[config.mk]
export PLATFORM = sky130hd
export DESIGN_NAME = dfp_feedback_regs
export DESIGN_NICKNAME = d
export VERILOG_FILES = /design/src/include/dfp_pkg.sv /design/src/design/dfp_fine_reorder.sv /design/src/design/dfp_pec_corr.sv /design/src/design/dfp_feedback_regs.sv
export SDC_FILE = /design/constraint.sdc
export NUM_CORES = 1
export LEC_CHECK = 0
export BUFFER_PORTS_ARGS = -buffer_cell sky130_fd_sc_hd__buf_2
export CAP_MARGIN = 40
export CORE_ASPECT_RATIO = 0.6
export CORE_UTILIZATION = 60
export CTS_CLUSTER_DIAMETER = 80
export DETAILED_ROUTE_END_ITERATION = 10
export HOLD_SLACK_MARGIN = 0.1
export PLACE_DENSITY = 0.95
export SYNTH_ARGS = -nofsm -noshare
export SYNTH_HDL_FRONTEND = slang
export SYNTH_HIERARCHICAL = 1
export SYNTH_SLANG_ARGS = --single-unit
[constraint.sdc]
create_clock -name clk -period 35.7 [get_ports clk]
set_input_delay 1.785 -clock clk [delete_from_list [all_inputs] [get_ports clk]]
set_output_delay 1.785 -clock clk [all_outputs]
set_load 0.005 [all_outputs]
[src/include/dfp_pkg.sv]
// Shared constants for the feedback divider and phase configuration bank
package dfp_pkg;
    // AXI4-Lite geometry
    localparam int unsigned DFP_ADDR_W = 8;
    localparam logic [1:0] DFP_RESP_OKAY = 2'h0;
    localparam logic [1:0] DFP_RESP_SLVERR = 2'h2;

    // Byte addresses of the register words
    localparam logic [7:0] DFP_NUM_LO_OFS = 8'h00;
    localparam logic [7:0] DFP_NUM_HI_OFS = 8'h04;
    localparam logic [7:0] DFP_DEN_LO_OFS = 8'h08;
    localparam logic [7:0] DFP_DEN_HI_OFS = 8'h0C;
    localparam logic [7:0] DFP_INT_OFS = 8'h10;
    localparam logic [7:0] DFP_CORR_OFS = 8'h14;
    localparam logic [7:0] DFP_PHASE_OFS = 8'h18;
    localparam logic [7:0] DFP_ACTIVE_OFS = 8'h1C;

    // Field widths
    localparam int unsigned DFP_INT_W = 14;
    localparam int unsigned DFP_FRAC_W = 48;
    localparam int unsigned DFP_PHASE_W = 30;
    localparam int unsigned DFP_FINE_W = 31;
    localparam int unsigned DFP_MULT_W = 7;
    localparam int unsigned DFP_REM_W = 8;
    localparam int unsigned DFP_CORR_OUT_W = DFP_REM_W + DFP_MULT_W;

    // Correction config field positions
    localparam int unsigned DFP_FINE_REV_BIT = 9;
    localparam int unsigned DFP_PEC_DLY_HI = 8;
    localparam int unsigned DFP_PEC_DLY_LO = 7;
    localparam int unsigned DFP_MULT_HI = 6;
    localparam int unsigned DFP_CORR_W = 10;

    // Byte lanes that commit the staged atomic values
    localparam int unsigned DFP_FRAC_MSB_LANE = 1;
    localparam int unsigned DFP_PHASE_MSB_LANE = 3;

    // Correction delay code that inserts one cycle
    localparam logic [1:0] DFP_PEC_DLY_ONE = 2'h1;

    // Values after reset
    localparam logic [13:0] DFP_INT_RST = 14'h0190;
    localparam logic [47:0] DFP_NUM_RST = 48'h000000000000;
    localparam logic [47:0] DFP_DEN_RST = 48'h000000800000;
    localparam logic [9:0] DFP_CORR_RST = 10'h000;
    localparam logic [29:0] DFP_PHASE_RST = 30'h00000000;
endpackage

[src/design/dfp_fine_reorder.sv]
// Fine timestamp line ordering from the time-to-digital converter
`timescale 1ns/1ps
`default_nettype none
module dfp_fine_reorder import dfp_pkg::*; (
    input wire logic clk,
    input wire logic sys_rst,
    input wire logic [DFP_FINE_W-1:0] fine_raw,
    input wire logic reverse,
    output logic [DFP_FINE_W-1:0] fine_word_ff
);
    logic [DFP_FINE_W-1:0] flipped;
    logic [DFP_FINE_W-1:0] nxt_fine_word;

    // Mirror of the raw lines, one wire per bit
    for (genvar i = 0; i < DFP_FINE_W; i++) begin : g_flip
        assign flipped[i] = fine_raw[DFP_FINE_W-1-i];
    end

    // Order select
    always_comb begin
        nxt_fine_word = reverse ? flipped : fine_raw;
    end

    always_ff @(posedge clk or posedge sys_rst) begin
        if (sys_rst) begin
            fine_word_ff <= '0;
        end else begin
            fine_word_ff <= nxt_fine_word;
        end
    end

    fine_rev_a: assert property (@(posedge clk) disable iff (sys_rst)
        reverse |=> fine_word_ff[0] == $past(fine_raw[DFP_FINE_W-1]) &&
            fine_word_ff[DFP_FINE_W-1] == $past(fine_raw[0]))
        else $error("reversed fine word misordered");
    fine_keep_a: assert property (@(posedge clk) disable iff (sys_rst)
        !reverse |=> fine_word_ff == $past(fine_raw))
        else $error("natural fine word altered");
endmodule
`default_nettype wire

[src/design/dfp_pec_corr.sv]
// Phase error correction: optional delay and scaling of the remainder
`timescale 1ns/1ps
`default_nettype none
module dfp_pec_corr import dfp_pkg::*; (
    input wire logic clk,
    input wire logic sys_rst,
    input wire logic [DFP_REM_W-1:0] sdm_remainder,
    input wire logic [1:0] pec_delay,
    input wire logic [DFP_MULT_W-1:0] corr_mult,
    output logic [DFP_CORR_OUT_W-1:0] corr_ff
);
    logic [DFP_REM_W-1:0] rem_d1_ff;
    logic [DFP_REM_W-1:0] nxt_rem_d1;
    logic [DFP_REM_W-1:0] rem_sel;
    logic [DFP_CORR_OUT_W-1:0] nxt_corr;

    // Delay select then scale to converter phase resolution
    always_comb begin
        nxt_rem_d1 = sdm_remainder;
        rem_sel = (pec_delay == DFP_PEC_DLY_ONE) ? rem_d1_ff : sdm_remainder;
        nxt_corr = DFP_CORR_OUT_W'(rem_sel) * DFP_CORR_OUT_W'(corr_mult);
    end

    always_ff @(posedge clk or posedge sys_rst) begin
        if (sys_rst) begin
            rem_d1_ff <= '0;
            corr_ff <= '0;
        end else begin
            rem_d1_ff <= nxt_rem_d1;
            corr_ff <= nxt_corr;
        end
    end

    pec_delay_a: assert property (@(posedge clk) disable iff (sys_rst)
        (pec_delay == 2'h1) ##1 1'b1 |-> corr_ff ==
            DFP_CORR_OUT_W'($past(sdm_remainder, 2)) *
            DFP_CORR_OUT_W'($past(corr_mult)))
        else $error("one cycle correction delay wrong");
    pec_nodelay_a: assert property (@(posedge clk) disable iff (sys_rst)
        (pec_delay != 2'h1) |=> corr_ff ==
            DFP_CORR_OUT_W'($past(sdm_remainder)) *
            DFP_CORR_OUT_W'($past(corr_mult)))
        else $error("undelayed correction wrong");
endmodule
`default_nettype wire

[src/design/dfp_feedback_regs.sv]
// Feedback divider, correction and phase offset register bank over AXI4-Lite
`timescale 1ns/1ps
`default_nettype none
module dfp_feedback_regs import dfp_pkg::*; (
    input wire logic clk,
    input wire logic sys_rst,
    input wire logic [DFP_ADDR_W-1:0] s_axi_awaddr,
    input wire logic s_axi_awvalid,
    output logic s_axi_awready,
    input wire logic [31:0] s_axi_wdata,
    input wire logic [3:0] s_axi_wstrb,
    input wire logic s_axi_wvalid,
    output logic s_axi_wready,
    output logic [1:0] s_axi_bresp,
    output logic s_axi_bvalid,
    input wire logic s_axi_bready,
    input wire logic [DFP_ADDR_W-1:0] s_axi_araddr,
    input wire logic s_axi_arvalid,
    output logic s_axi_arready,
    output logic [31:0] s_axi_rdata,
    output logic [1:0] s_axi_rresp,
    output logic s_axi_rvalid,
    input wire logic s_axi_rready,
    input wire logic hitless_switch_en,
    input wire logic [DFP_FINE_W-1:0] fine_raw_in,
    input wire logic [DFP_REM_W-1:0] sdm_remainder,
    output logic [DFP_INT_W-1:0] loop_fb_int_ff,
    output logic [DFP_FRAC_W-1:0] loop_fb_num_ff,
    output logic [DFP_FRAC_W-1:0] loop_fb_den_ff,
    output logic loop_fb_apply_ff,
    output logic [DFP_PHASE_W-1:0] loop_phase_offset_ff,
    output logic [DFP_FINE_W-1:0] fine_word_ff,
    output logic [DFP_CORR_OUT_W-1:0] pec_corr_ff
);
    // Bus channel state
    logic aw_full_ff, nxt_aw_full, w_full_ff, nxt_w_full;
    logic [DFP_ADDR_W-1:0] awaddr_ff, nxt_awaddr;
    logic [31:0] wdata_ff, nxt_wdata;
    logic [3:0] wstrb_ff, nxt_wstrb;
    logic awready_ff, nxt_awready, wready_ff, nxt_wready;
    logic bvalid_ff, nxt_bvalid, arready_ff, nxt_arready;
    logic rvalid_ff, nxt_rvalid, wr_fire, wr_hit;
    logic [1:0] bresp_ff, nxt_bresp, rresp_ff, nxt_rresp;
    logic [31:0] rdata_ff, nxt_rdata;
    // Register state
    logic [DFP_FRAC_W-1:0] num_sh_ff, nxt_num_sh, den_sh_ff, nxt_den_sh;
    logic [DFP_INT_W-1:0] int_ff, nxt_int;
    logic [DFP_CORR_W-1:0] corr_ff, nxt_corr;
    logic [DFP_PHASE_W-1:0] phase_sh_ff, nxt_phase_sh;
    logic [DFP_PHASE_W-1:0] phase_act_ff, nxt_phase_act, nxt_phase_out;
    logic [DFP_INT_W-1:0] nxt_loop_int;
    logic [DFP_FRAC_W-1:0] nxt_loop_num, nxt_loop_den;
    logic nxt_apply, int_trig, num_trig, den_trig, phase_trig, grp_trig;
    // Byte-lane merge of a write into an old word
    function automatic logic [31:0] lane_merge(input logic [31:0] old,
                                               input logic [31:0] d,
                                               input logic [3:0] s);
        logic [31:0] r;
        r = old;
        for (int b = 0; b < 4; b++) begin
            if (s[b]) r[8*b +: 8] = d[8*b +: 8];
        end
        return r;
    endfunction
    // Address decode
    function automatic logic addr_hit(input logic [DFP_ADDR_W-1:0] a);
        return a == DFP_NUM_LO_OFS || a == DFP_NUM_HI_OFS ||
            a == DFP_DEN_LO_OFS || a == DFP_DEN_HI_OFS ||
            a == DFP_INT_OFS || a == DFP_CORR_OFS ||
            a == DFP_PHASE_OFS || a == DFP_ACTIVE_OFS;
    endfunction
    assign wr_fire = aw_full_ff && w_full_ff && !bvalid_ff;
    assign wr_hit = addr_hit(awaddr_ff);
    // Write address, data and response channels
    always_comb begin
        nxt_aw_full = aw_full_ff;
        nxt_awaddr = awaddr_ff;
        nxt_w_full = w_full_ff;
        nxt_wdata = wdata_ff;
        nxt_wstrb = wstrb_ff;
        nxt_bvalid = bvalid_ff;
        nxt_bresp = bresp_ff;
        if (s_axi_awvalid && awready_ff) begin
            nxt_aw_full = 1'b1;
            nxt_awaddr = s_axi_awaddr;
        end
        if (s_axi_wvalid && wready_ff) begin
            nxt_w_full = 1'b1;
            nxt_wdata = s_axi_wdata;
            nxt_wstrb = s_axi_wstrb;
        end
        if (bvalid_ff && s_axi_bready) nxt_bvalid = 1'b0;
        if (wr_fire) begin
            nxt_aw_full = 1'b0;
            nxt_w_full = 1'b0;
            nxt_bvalid = 1'b1;
            nxt_bresp = wr_hit ? DFP_RESP_OKAY : DFP_RESP_SLVERR;
        end
        nxt_awready = !nxt_aw_full && !nxt_bvalid;
        nxt_wready = !nxt_w_full && !nxt_bvalid;
    end
    always_ff @(posedge clk or posedge sys_rst) begin
        if (sys_rst) begin
            aw_full_ff <= 1'b0;
            awaddr_ff <= '0;
            w_full_ff <= 1'b0;
            wdata_ff <= '0;
            wstrb_ff <= '0;
            bvalid_ff <= 1'b0;
            bresp_ff <= DFP_RESP_OKAY;
            awready_ff <= 1'b1;
            wready_ff <= 1'b1;
        end else begin
            aw_full_ff <= nxt_aw_full;
            awaddr_ff <= nxt_awaddr;
            w_full_ff <= nxt_w_full;
            wdata_ff <= nxt_wdata;
            wstrb_ff <= nxt_wstrb;
            bvalid_ff <= nxt_bvalid;
            bresp_ff <= nxt_bresp;
            awready_ff <= nxt_awready;
            wready_ff <= nxt_wready;
        end
    end
    // Register writes, staging and atomic commits
    always_comb begin
        logic [31:0] m;
        m = lane_merge(32'h00000000, wdata_ff, wstrb_ff);
        nxt_num_sh = num_sh_ff;
        nxt_den_sh = den_sh_ff;
        nxt_int = int_ff;
        nxt_corr = corr_ff;
        nxt_phase_sh = phase_sh_ff;
        int_trig = 1'b0;
        num_trig = 1'b0;
        den_trig = 1'b0;
        phase_trig = 1'b0;
        if (wr_fire) begin
            unique case (awaddr_ff)
                DFP_NUM_LO_OFS: nxt_num_sh[31:0] = lane_merge(num_sh_ff[31:0],
                    wdata_ff, wstrb_ff);
                DFP_NUM_HI_OFS: begin
                    m = lane_merge({16'h0000, num_sh_ff[47:32]}, wdata_ff,
                        wstrb_ff);
                    nxt_num_sh[47:32] = m[15:0];
                    num_trig = wstrb_ff[DFP_FRAC_MSB_LANE];
                end
                DFP_DEN_LO_OFS: nxt_den_sh[31:0] = lane_merge(den_sh_ff[31:0],
                    wdata_ff, wstrb_ff);
                DFP_DEN_HI_OFS: begin
                    m = lane_merge({16'h0000, den_sh_ff[47:32]}, wdata_ff,
                        wstrb_ff);
                    nxt_den_sh[47:32] = m[15:0];
                    den_trig = wstrb_ff[DFP_FRAC_MSB_LANE];
                end
                DFP_INT_OFS: begin
                    m = lane_merge({18'h00000, int_ff}, wdata_ff, wstrb_ff);
                    nxt_int = m[DFP_INT_W-1:0];
                    int_trig = (m[DFP_INT_W-1:0] != int_ff);
                end
                DFP_CORR_OFS: begin
                    m = lane_merge({22'h000000, corr_ff}, wdata_ff, wstrb_ff);
                    nxt_corr = m[DFP_CORR_W-1:0];
                end
                DFP_PHASE_OFS: begin
                    m = lane_merge({2'h0, phase_sh_ff}, wdata_ff, wstrb_ff);
                    nxt_phase_sh = m[DFP_PHASE_W-1:0];
                    phase_trig = wstrb_ff[DFP_PHASE_MSB_LANE];
                end
                default: ;
            endcase
        end
    end
    assign grp_trig = int_trig || num_trig || den_trig;
    // Loop-side values: change on a commit; the phase offset output also follows hitless_switch_en
    always_comb begin
        nxt_loop_int = loop_fb_int_ff;
        nxt_loop_num = loop_fb_num_ff;
        nxt_loop_den = loop_fb_den_ff;
        nxt_phase_act = phase_act_ff;
        nxt_apply = grp_trig;
        if (grp_trig) begin
            nxt_loop_int = nxt_int;
            nxt_loop_num = nxt_num_sh;
            nxt_loop_den = nxt_den_sh;
        end
        if (phase_trig) nxt_phase_act = nxt_phase_sh;
        // Single offset shared by all outputs, dropped under hitless switching
        nxt_phase_out = hitless_switch_en ? '0 : phase_act_ff;
    end
    always_ff @(posedge clk or posedge sys_rst) begin
        if (sys_rst) begin
            num_sh_ff <= DFP_NUM_RST;
            den_sh_ff <= DFP_DEN_RST;
            int_ff <= DFP_INT_RST;
            corr_ff <= DFP_CORR_RST;
            phase_sh_ff <= DFP_PHASE_RST;
            phase_act_ff <= DFP_PHASE_RST;
            loop_fb_int_ff <= DFP_INT_RST;
            loop_fb_num_ff <= DFP_NUM_RST;
            loop_fb_den_ff <= DFP_DEN_RST;
            loop_fb_apply_ff <= 1'b0;
            loop_phase_offset_ff <= DFP_PHASE_RST;
        end else begin
            num_sh_ff <= nxt_num_sh;
            den_sh_ff <= nxt_den_sh;
            int_ff <= nxt_int;
            corr_ff <= nxt_corr;
            phase_sh_ff <= nxt_phase_sh;
            phase_act_ff <= nxt_phase_act;
            loop_fb_int_ff <= nxt_loop_int;
            loop_fb_num_ff <= nxt_loop_num;
            loop_fb_den_ff <= nxt_loop_den;
            loop_fb_apply_ff <= nxt_apply;
            loop_phase_offset_ff <= nxt_phase_out;
        end
    end
    // Read channel; reserved bits read zero
    always_comb begin
        nxt_arready = arready_ff;
        nxt_rvalid = rvalid_ff;
        nxt_rdata = rdata_ff;
        nxt_rresp = rresp_ff;
        if (rvalid_ff && s_axi_rready) begin
            nxt_rvalid = 1'b0;
            nxt_arready = 1'b1;
        end
        if (s_axi_arvalid && arready_ff) begin
            nxt_arready = 1'b0;
            nxt_rvalid = 1'b1;
            nxt_rresp = addr_hit(s_axi_araddr) ? DFP_RESP_OKAY :
                DFP_RESP_SLVERR;
            unique case (s_axi_araddr)
                DFP_NUM_LO_OFS: nxt_rdata = num_sh_ff[31:0];
                DFP_NUM_HI_OFS: nxt_rdata = {16'h0000, num_sh_ff[47:32]};
                DFP_DEN_LO_OFS: nxt_rdata = den_sh_ff[31:0];
                DFP_DEN_HI_OFS: nxt_rdata = {16'h0000, den_sh_ff[47:32]};
                DFP_INT_OFS: nxt_rdata = {18'h00000, int_ff};
                DFP_CORR_OFS: nxt_rdata = {22'h000000, corr_ff};
                DFP_PHASE_OFS: nxt_rdata = {2'h0, phase_sh_ff};
                DFP_ACTIVE_OFS: nxt_rdata = {hitless_switch_en, 17'h00000,
                    loop_fb_int_ff};
                default: nxt_rdata = 32'h00000000;
            endcase
        end
    end
    always_ff @(posedge clk or posedge sys_rst) begin
        if (sys_rst) begin
            arready_ff <= 1'b1;
            rvalid_ff <= 1'b0;
            rdata_ff <= '0;
            rresp_ff <= DFP_RESP_OKAY;
        end else begin
            arready_ff <= nxt_arready;
            rvalid_ff <= nxt_rvalid;
            rdata_ff <= nxt_rdata;
            rresp_ff <= nxt_rresp;
        end
    end
    assign s_axi_awready = awready_ff;
    assign s_axi_wready = wready_ff;
    assign s_axi_bvalid = bvalid_ff;
    assign s_axi_bresp = bresp_ff;
    assign s_axi_arready = arready_ff;
    assign s_axi_rvalid = rvalid_ff;
    assign s_axi_rdata = rdata_ff;
    assign s_axi_rresp = rresp_ff;
    // Fine line ordering
    dfp_fine_reorder u_fine (
        .clk(clk),
        .sys_rst(sys_rst),
        .fine_raw(fine_raw_in),
        .reverse(corr_ff[DFP_FINE_REV_BIT]),
        .fine_word_ff(fine_word_ff)
    );
    // Sigma-delta remainder correction
    dfp_pec_corr u_pec (
        .clk(clk),
        .sys_rst(sys_rst),
        .sdm_remainder(sdm_remainder),
        .pec_delay(corr_ff[DFP_PEC_DLY_HI:DFP_PEC_DLY_LO]),
        .corr_mult(corr_ff[DFP_MULT_HI:0]),
        .corr_ff(pec_corr_ff)
    );
    int_readback_a: assert property (@(posedge clk) disable iff (sys_rst)
        s_axi_arvalid && arready_ff && s_axi_araddr == DFP_INT_OFS |=>
            rvalid_ff && rdata_ff[31:14] == 18'h00000 &&
            rdata_ff[13:0] == $past(int_ff))
        else $error("integer divisor readback wrong");
    int_apply_a: assert property (@(posedge clk) disable iff (sys_rst)
        int_trig |=> loop_fb_apply_ff && loop_fb_int_ff == int_ff &&
            loop_fb_num_ff == num_sh_ff && loop_fb_den_ff == den_sh_ff)
        else $error("integer change did not apply group");
    frac_apply_a: assert property (@(posedge clk) disable iff (sys_rst)
        (num_trig || den_trig) |=> loop_fb_apply_ff &&
            loop_fb_num_ff == num_sh_ff && loop_fb_den_ff == den_sh_ff &&
            loop_fb_int_ff == int_ff)
        else $error("fraction top byte did not apply group");
    group_hold_a: assert property (@(posedge clk) disable iff (sys_rst)
        !grp_trig |=> !loop_fb_apply_ff && $stable(loop_fb_num_ff) &&
            $stable(loop_fb_den_ff) && $stable(loop_fb_int_ff))
        else $error("loop divider moved without commit");
    phase_commit_a: assert property (@(posedge clk) disable iff (sys_rst)
        phase_trig |=> phase_act_ff == phase_sh_ff)
        else $error("phase top byte did not commit");
    phase_hold_a: assert property (@(posedge clk) disable iff (sys_rst)
        !phase_trig |=> $stable(phase_act_ff))
        else $error("phase offset moved without commit");
    hitless_zero_a: assert property (@(posedge clk) disable iff (sys_rst)
        hitless_switch_en |=> loop_phase_offset_ff == '0)
        else $error("phase offset used under hitless switching");
    phase_out_a: assert property (@(posedge clk) disable iff (sys_rst)
        !hitless_switch_en |=> loop_phase_offset_ff == $past(phase_act_ff))
        else $error("applied phase offset mismatch");
    write_resp_a: assert property (@(posedge clk) disable iff (sys_rst)
        wr_fire |=> bvalid_ff && !awready_ff && !wready_ff)
        else $error("write response missing");
endmodule
`default_nettype wire

==> results.yml <==
synthesis:
  postSynthCellCount: 1542
  synthTopCellsByCount: "dfrtp_1, mux2_2, nand2_1"
  async_reset_ff_share_pct: 100.0
  synth_largest_area_cell: "dfrtp_1"
  yosysTopAreaCellShare_pct: 54.79
  synth_seq_cells: 460
  synth.most_common_cell: "dfrtp_1"
  synth.avg_cell_area_um2: 13.30
  netlist_top_cells_area: "dfrtp_1, mux2_2, fa_1"
  syn_area_um2: 20510
  yosys_warnings: 6
  yosys.cell_types.count: 71
  synth_seq_area_share_pct: 56.20
  synth_flop_cell: "dfrtp_1"
  synth_edf_count: 0
critical_path:
  crit_chain: "buf_2 -> mux2i_1 -> nor2b_1 -> fa_1 -> inv_1 -> fa_1 -> inv_1 -> fa_1 -> fa_1 -> ha_1 -> and4_4 -> o2111ai_1 -> a2111o_1 -> nand3b_1"
  r2r-end: "u_pec/corr_ff[13]$_DFF_PP0_"
  path_class: "in2reg"
  crit_top_cell: "fa_1"
  crit_start: "sdm_remainder[4]"
  critPathSlowestCell: "mux2i_1"
  worst-r2r-cell-count: 15
  worstSetupEndpointType: "flop"
  crit_path_start_kind: "primary input"
  crit_fanout: 7
  rr_startpoint: "corr_ff[7]$_DFFE_PP0P_"
  worstPathArrival_ps: 6310
  worst-r2r-setup-slack_ps: 30060
  cpPeakStageDelay_ps: 600
  required_ps: 36180
timing:
  grt_setup_unrepaired: "false"
  fin_crit_sh_pct: 16.33
  finClkSkew_ps: 26.15
  slew_viol_final: 0
  setup_viol: 0
  hold_viol: 0
  fin_crit_ps: 5830
  tightest_slew_ps: 939.0
  slew_headroom_pct: 37.40
  setup_tns_ps: 0
  layout_setup_ws_ps: 29870
  max_freq_mhz: 171.5
grt:
  gr-usage-all-layers_pct: 33.43
  grt_pass1_wl_um: 88220
  grt-ovfl-total: 0
  antenna_found_initial: 5
  grt_max_degree: 122
  grt_pass1_vias: 14630
detailed_routing:
  vias: 14270
  ant_nets: 0
  drc: 0
  dr.pass1.iters: 5
  routed_wl_um: 57750
  viasPerCell: 6.076
  wl_per_cell_um: 24.58
  drtIter0Drc: 1333
clocking:
  cts_max_path_buffers: 3
  numClockSinks: 460
  postCtsResizedCells: 0
  cts_root_buf: "clkbuf_16"
  postCtsSetupBuffers: 0
  htreeDepth: 2
  numCtsBuffers: 42
  cts_tree: "built"
  clkLatencyLatePin_ps: 550
  cts.clk_slew.worst_paths_ps: 70
  hold_buffers: 0
placed_design:
  portBuffers: 324
  detailed_place_hpwl_um: 40630
  pre_cts_ws_ps: 29400
  gp_congestion: 0.9240
power_and_ir_drop:
  finalPower_mw: 1.368
  ir_drop_mv: 0.03788
  power_density_nw_per_um2: 56.47
  p_leak_nw: 12.49
flow_run:
  cap_violations: 0
cells_and_area:
  drive_gt1_share_pct: 43.19
  syn2layout_area_growth_pct: 18.09
  final_core_util_pct: 71.86
  nNetsFinal: 2015
floorplan:
  die_h_um: 145.2
  die_x_um: 240.7
  die_area_um2: 34950
  start_util_pct: 60.85
  fp.coreArea_um2: 33700
  ios: 327
  num_rows: 52
worst_hold_path:
  hold_path_depth: 2
  worstHoldEndpoint: "s_axi_rdata[20]$_DFFE_PP0P_"
  hold_path_class: "reg2reg"
  min_from: "s_axi_rdata[20]$_DFFE_PP0P_"
outcome:
  status: "complete, no violations"
[layer usage]
metal	track usage (%)	share of wire, %	vias up	routed length, µm
met4	10.19	3.2	4	1829
met5	0	0.043	-	25
met2	48.96	44	806	25550
met3	9.037	10	134	5889
li1	-	-	6043	-
met1	48.77	42	7286	24460
[worst max-delay path by stage]
stage | end | slack (ps) | depth (start not counted)
floorplan | aw_full_ff$_DFF_PP0_ | 22640 | 1
global placement | u_pec/corr_ff[13]$_DFF_PP0_ | 29630 | 14
detailed placement | u_pec/corr_ff[13]$_DFF_PP0_ | 29400 | 14
CTS | u_pec/corr_ff[13]$_DFF_PP0_ | 29930 | 14
global route | u_pec/corr_ff[13]$_DFF_PP0_ | 29750 | 15
finish | u_pec/corr_ff[13]$_DFF_PP0_ | 29870 | 14
[cell type report]
| type | instances | area, µm² |
|---|---|---|
| multi-input combinational | 972 | 8558 |
| fill | 2180 | 9485 |
| tap | 459 | 574.3 |
| clock buffer | 55 | 1211 |
| clock inverter | 22 | 265.3 |
| timing repair buffer | 351 | 1966 |
| sequential | 460 | 11530 |
| antenna | 3 | 7.507 |
| inverter | 27 | 108.9 |
[cell families after synthesis]
logic type                 Yosys count  share of synthesized area [%]
DFF                                460                          56.20
muxes                              381                          21.40
and+or+nand+nor                    328                          8.292
AOI/OAI and AO/OA                  174                          5.882
buffers and inverters              111                          2.300
adders and majority gates           62                          4.844
xor gates and xnor gates            25                          1.068
other                                1                        0.01829
[sequential cells by signal, summed over array words and instances, names as in the netlist, 14 cells and up]
name                  count
phase_act_ff             30
phase_sh_ff              30
loop_fb_num_ff           48
num_sh_ff                48
int_ff                   14
u_pec/corr_ff            15
loop_fb_den_ff           48
u_fine/fine_word_ff      31
loop_fb_int_ff           14
wdata_ff                 32
s_axi_rdata              32
den_sh_ff                48
loop_phase_offset_ff     30
[report_power, final]
| group | switching (mW) | internal (mW) |
|---|---|---|
| clock network | 0.203 | 0.278 |
| registers | 0.0901 | 0.584 |
| logic | 0.114 | 0.0984 |
[critical path: cells and delay by family]
family | cells | cell delay [ps]
AOI/OAI and AO/OA | 2 | 670
adders and majority gates | 5 | 2440
and+or+nand+nor | 3 | 580
muxes | 1 | 600
buffers and inverters | 3 | 220
[through the flow]
| step | cell area [µm²] | hold WS (ps) | instances |
|---|---|---|---|
| final | 24220 | 475.9 | 2349 |
| after global routing | 24210 | 495.9 | 2348 |
| after floorplan | 20510 | 405.4 | 1543 |
| after CTS | 24210 | 473.0 | 2346 |
| after global placement | 22520 | 426.8 | 2259 |
| after detailed placement | 22730 | 458.5 | 2269 |
[placed cells by master, fill, tap and decap left out, drive strengths merged, types with 3 or more instances in the layout]
cell type and count:
clkbuf 55, diode 3, nor4 9, buf 351, nand3 18, nand2b 11, o22ai 3, inv 30
nand2 126, fa 29, nor2 49, a22o 25, or2 3, dfrtp 449, a21oi 23, ha 33
nor2b 81, xnor2 21, a32o 4, clkinvlp 6, nand4 6, xor2 4, a32oi 3, a221oi 3
nor3 8, o21ai 44, mux2 349, a21o 4, dfstp 11, a22oi 23, a211oi 7, mux2i 30
bufinv 5, a31oi 18, clkinv 8, and2 6
No activity file was read; power rests on OpenSTA's default activity.
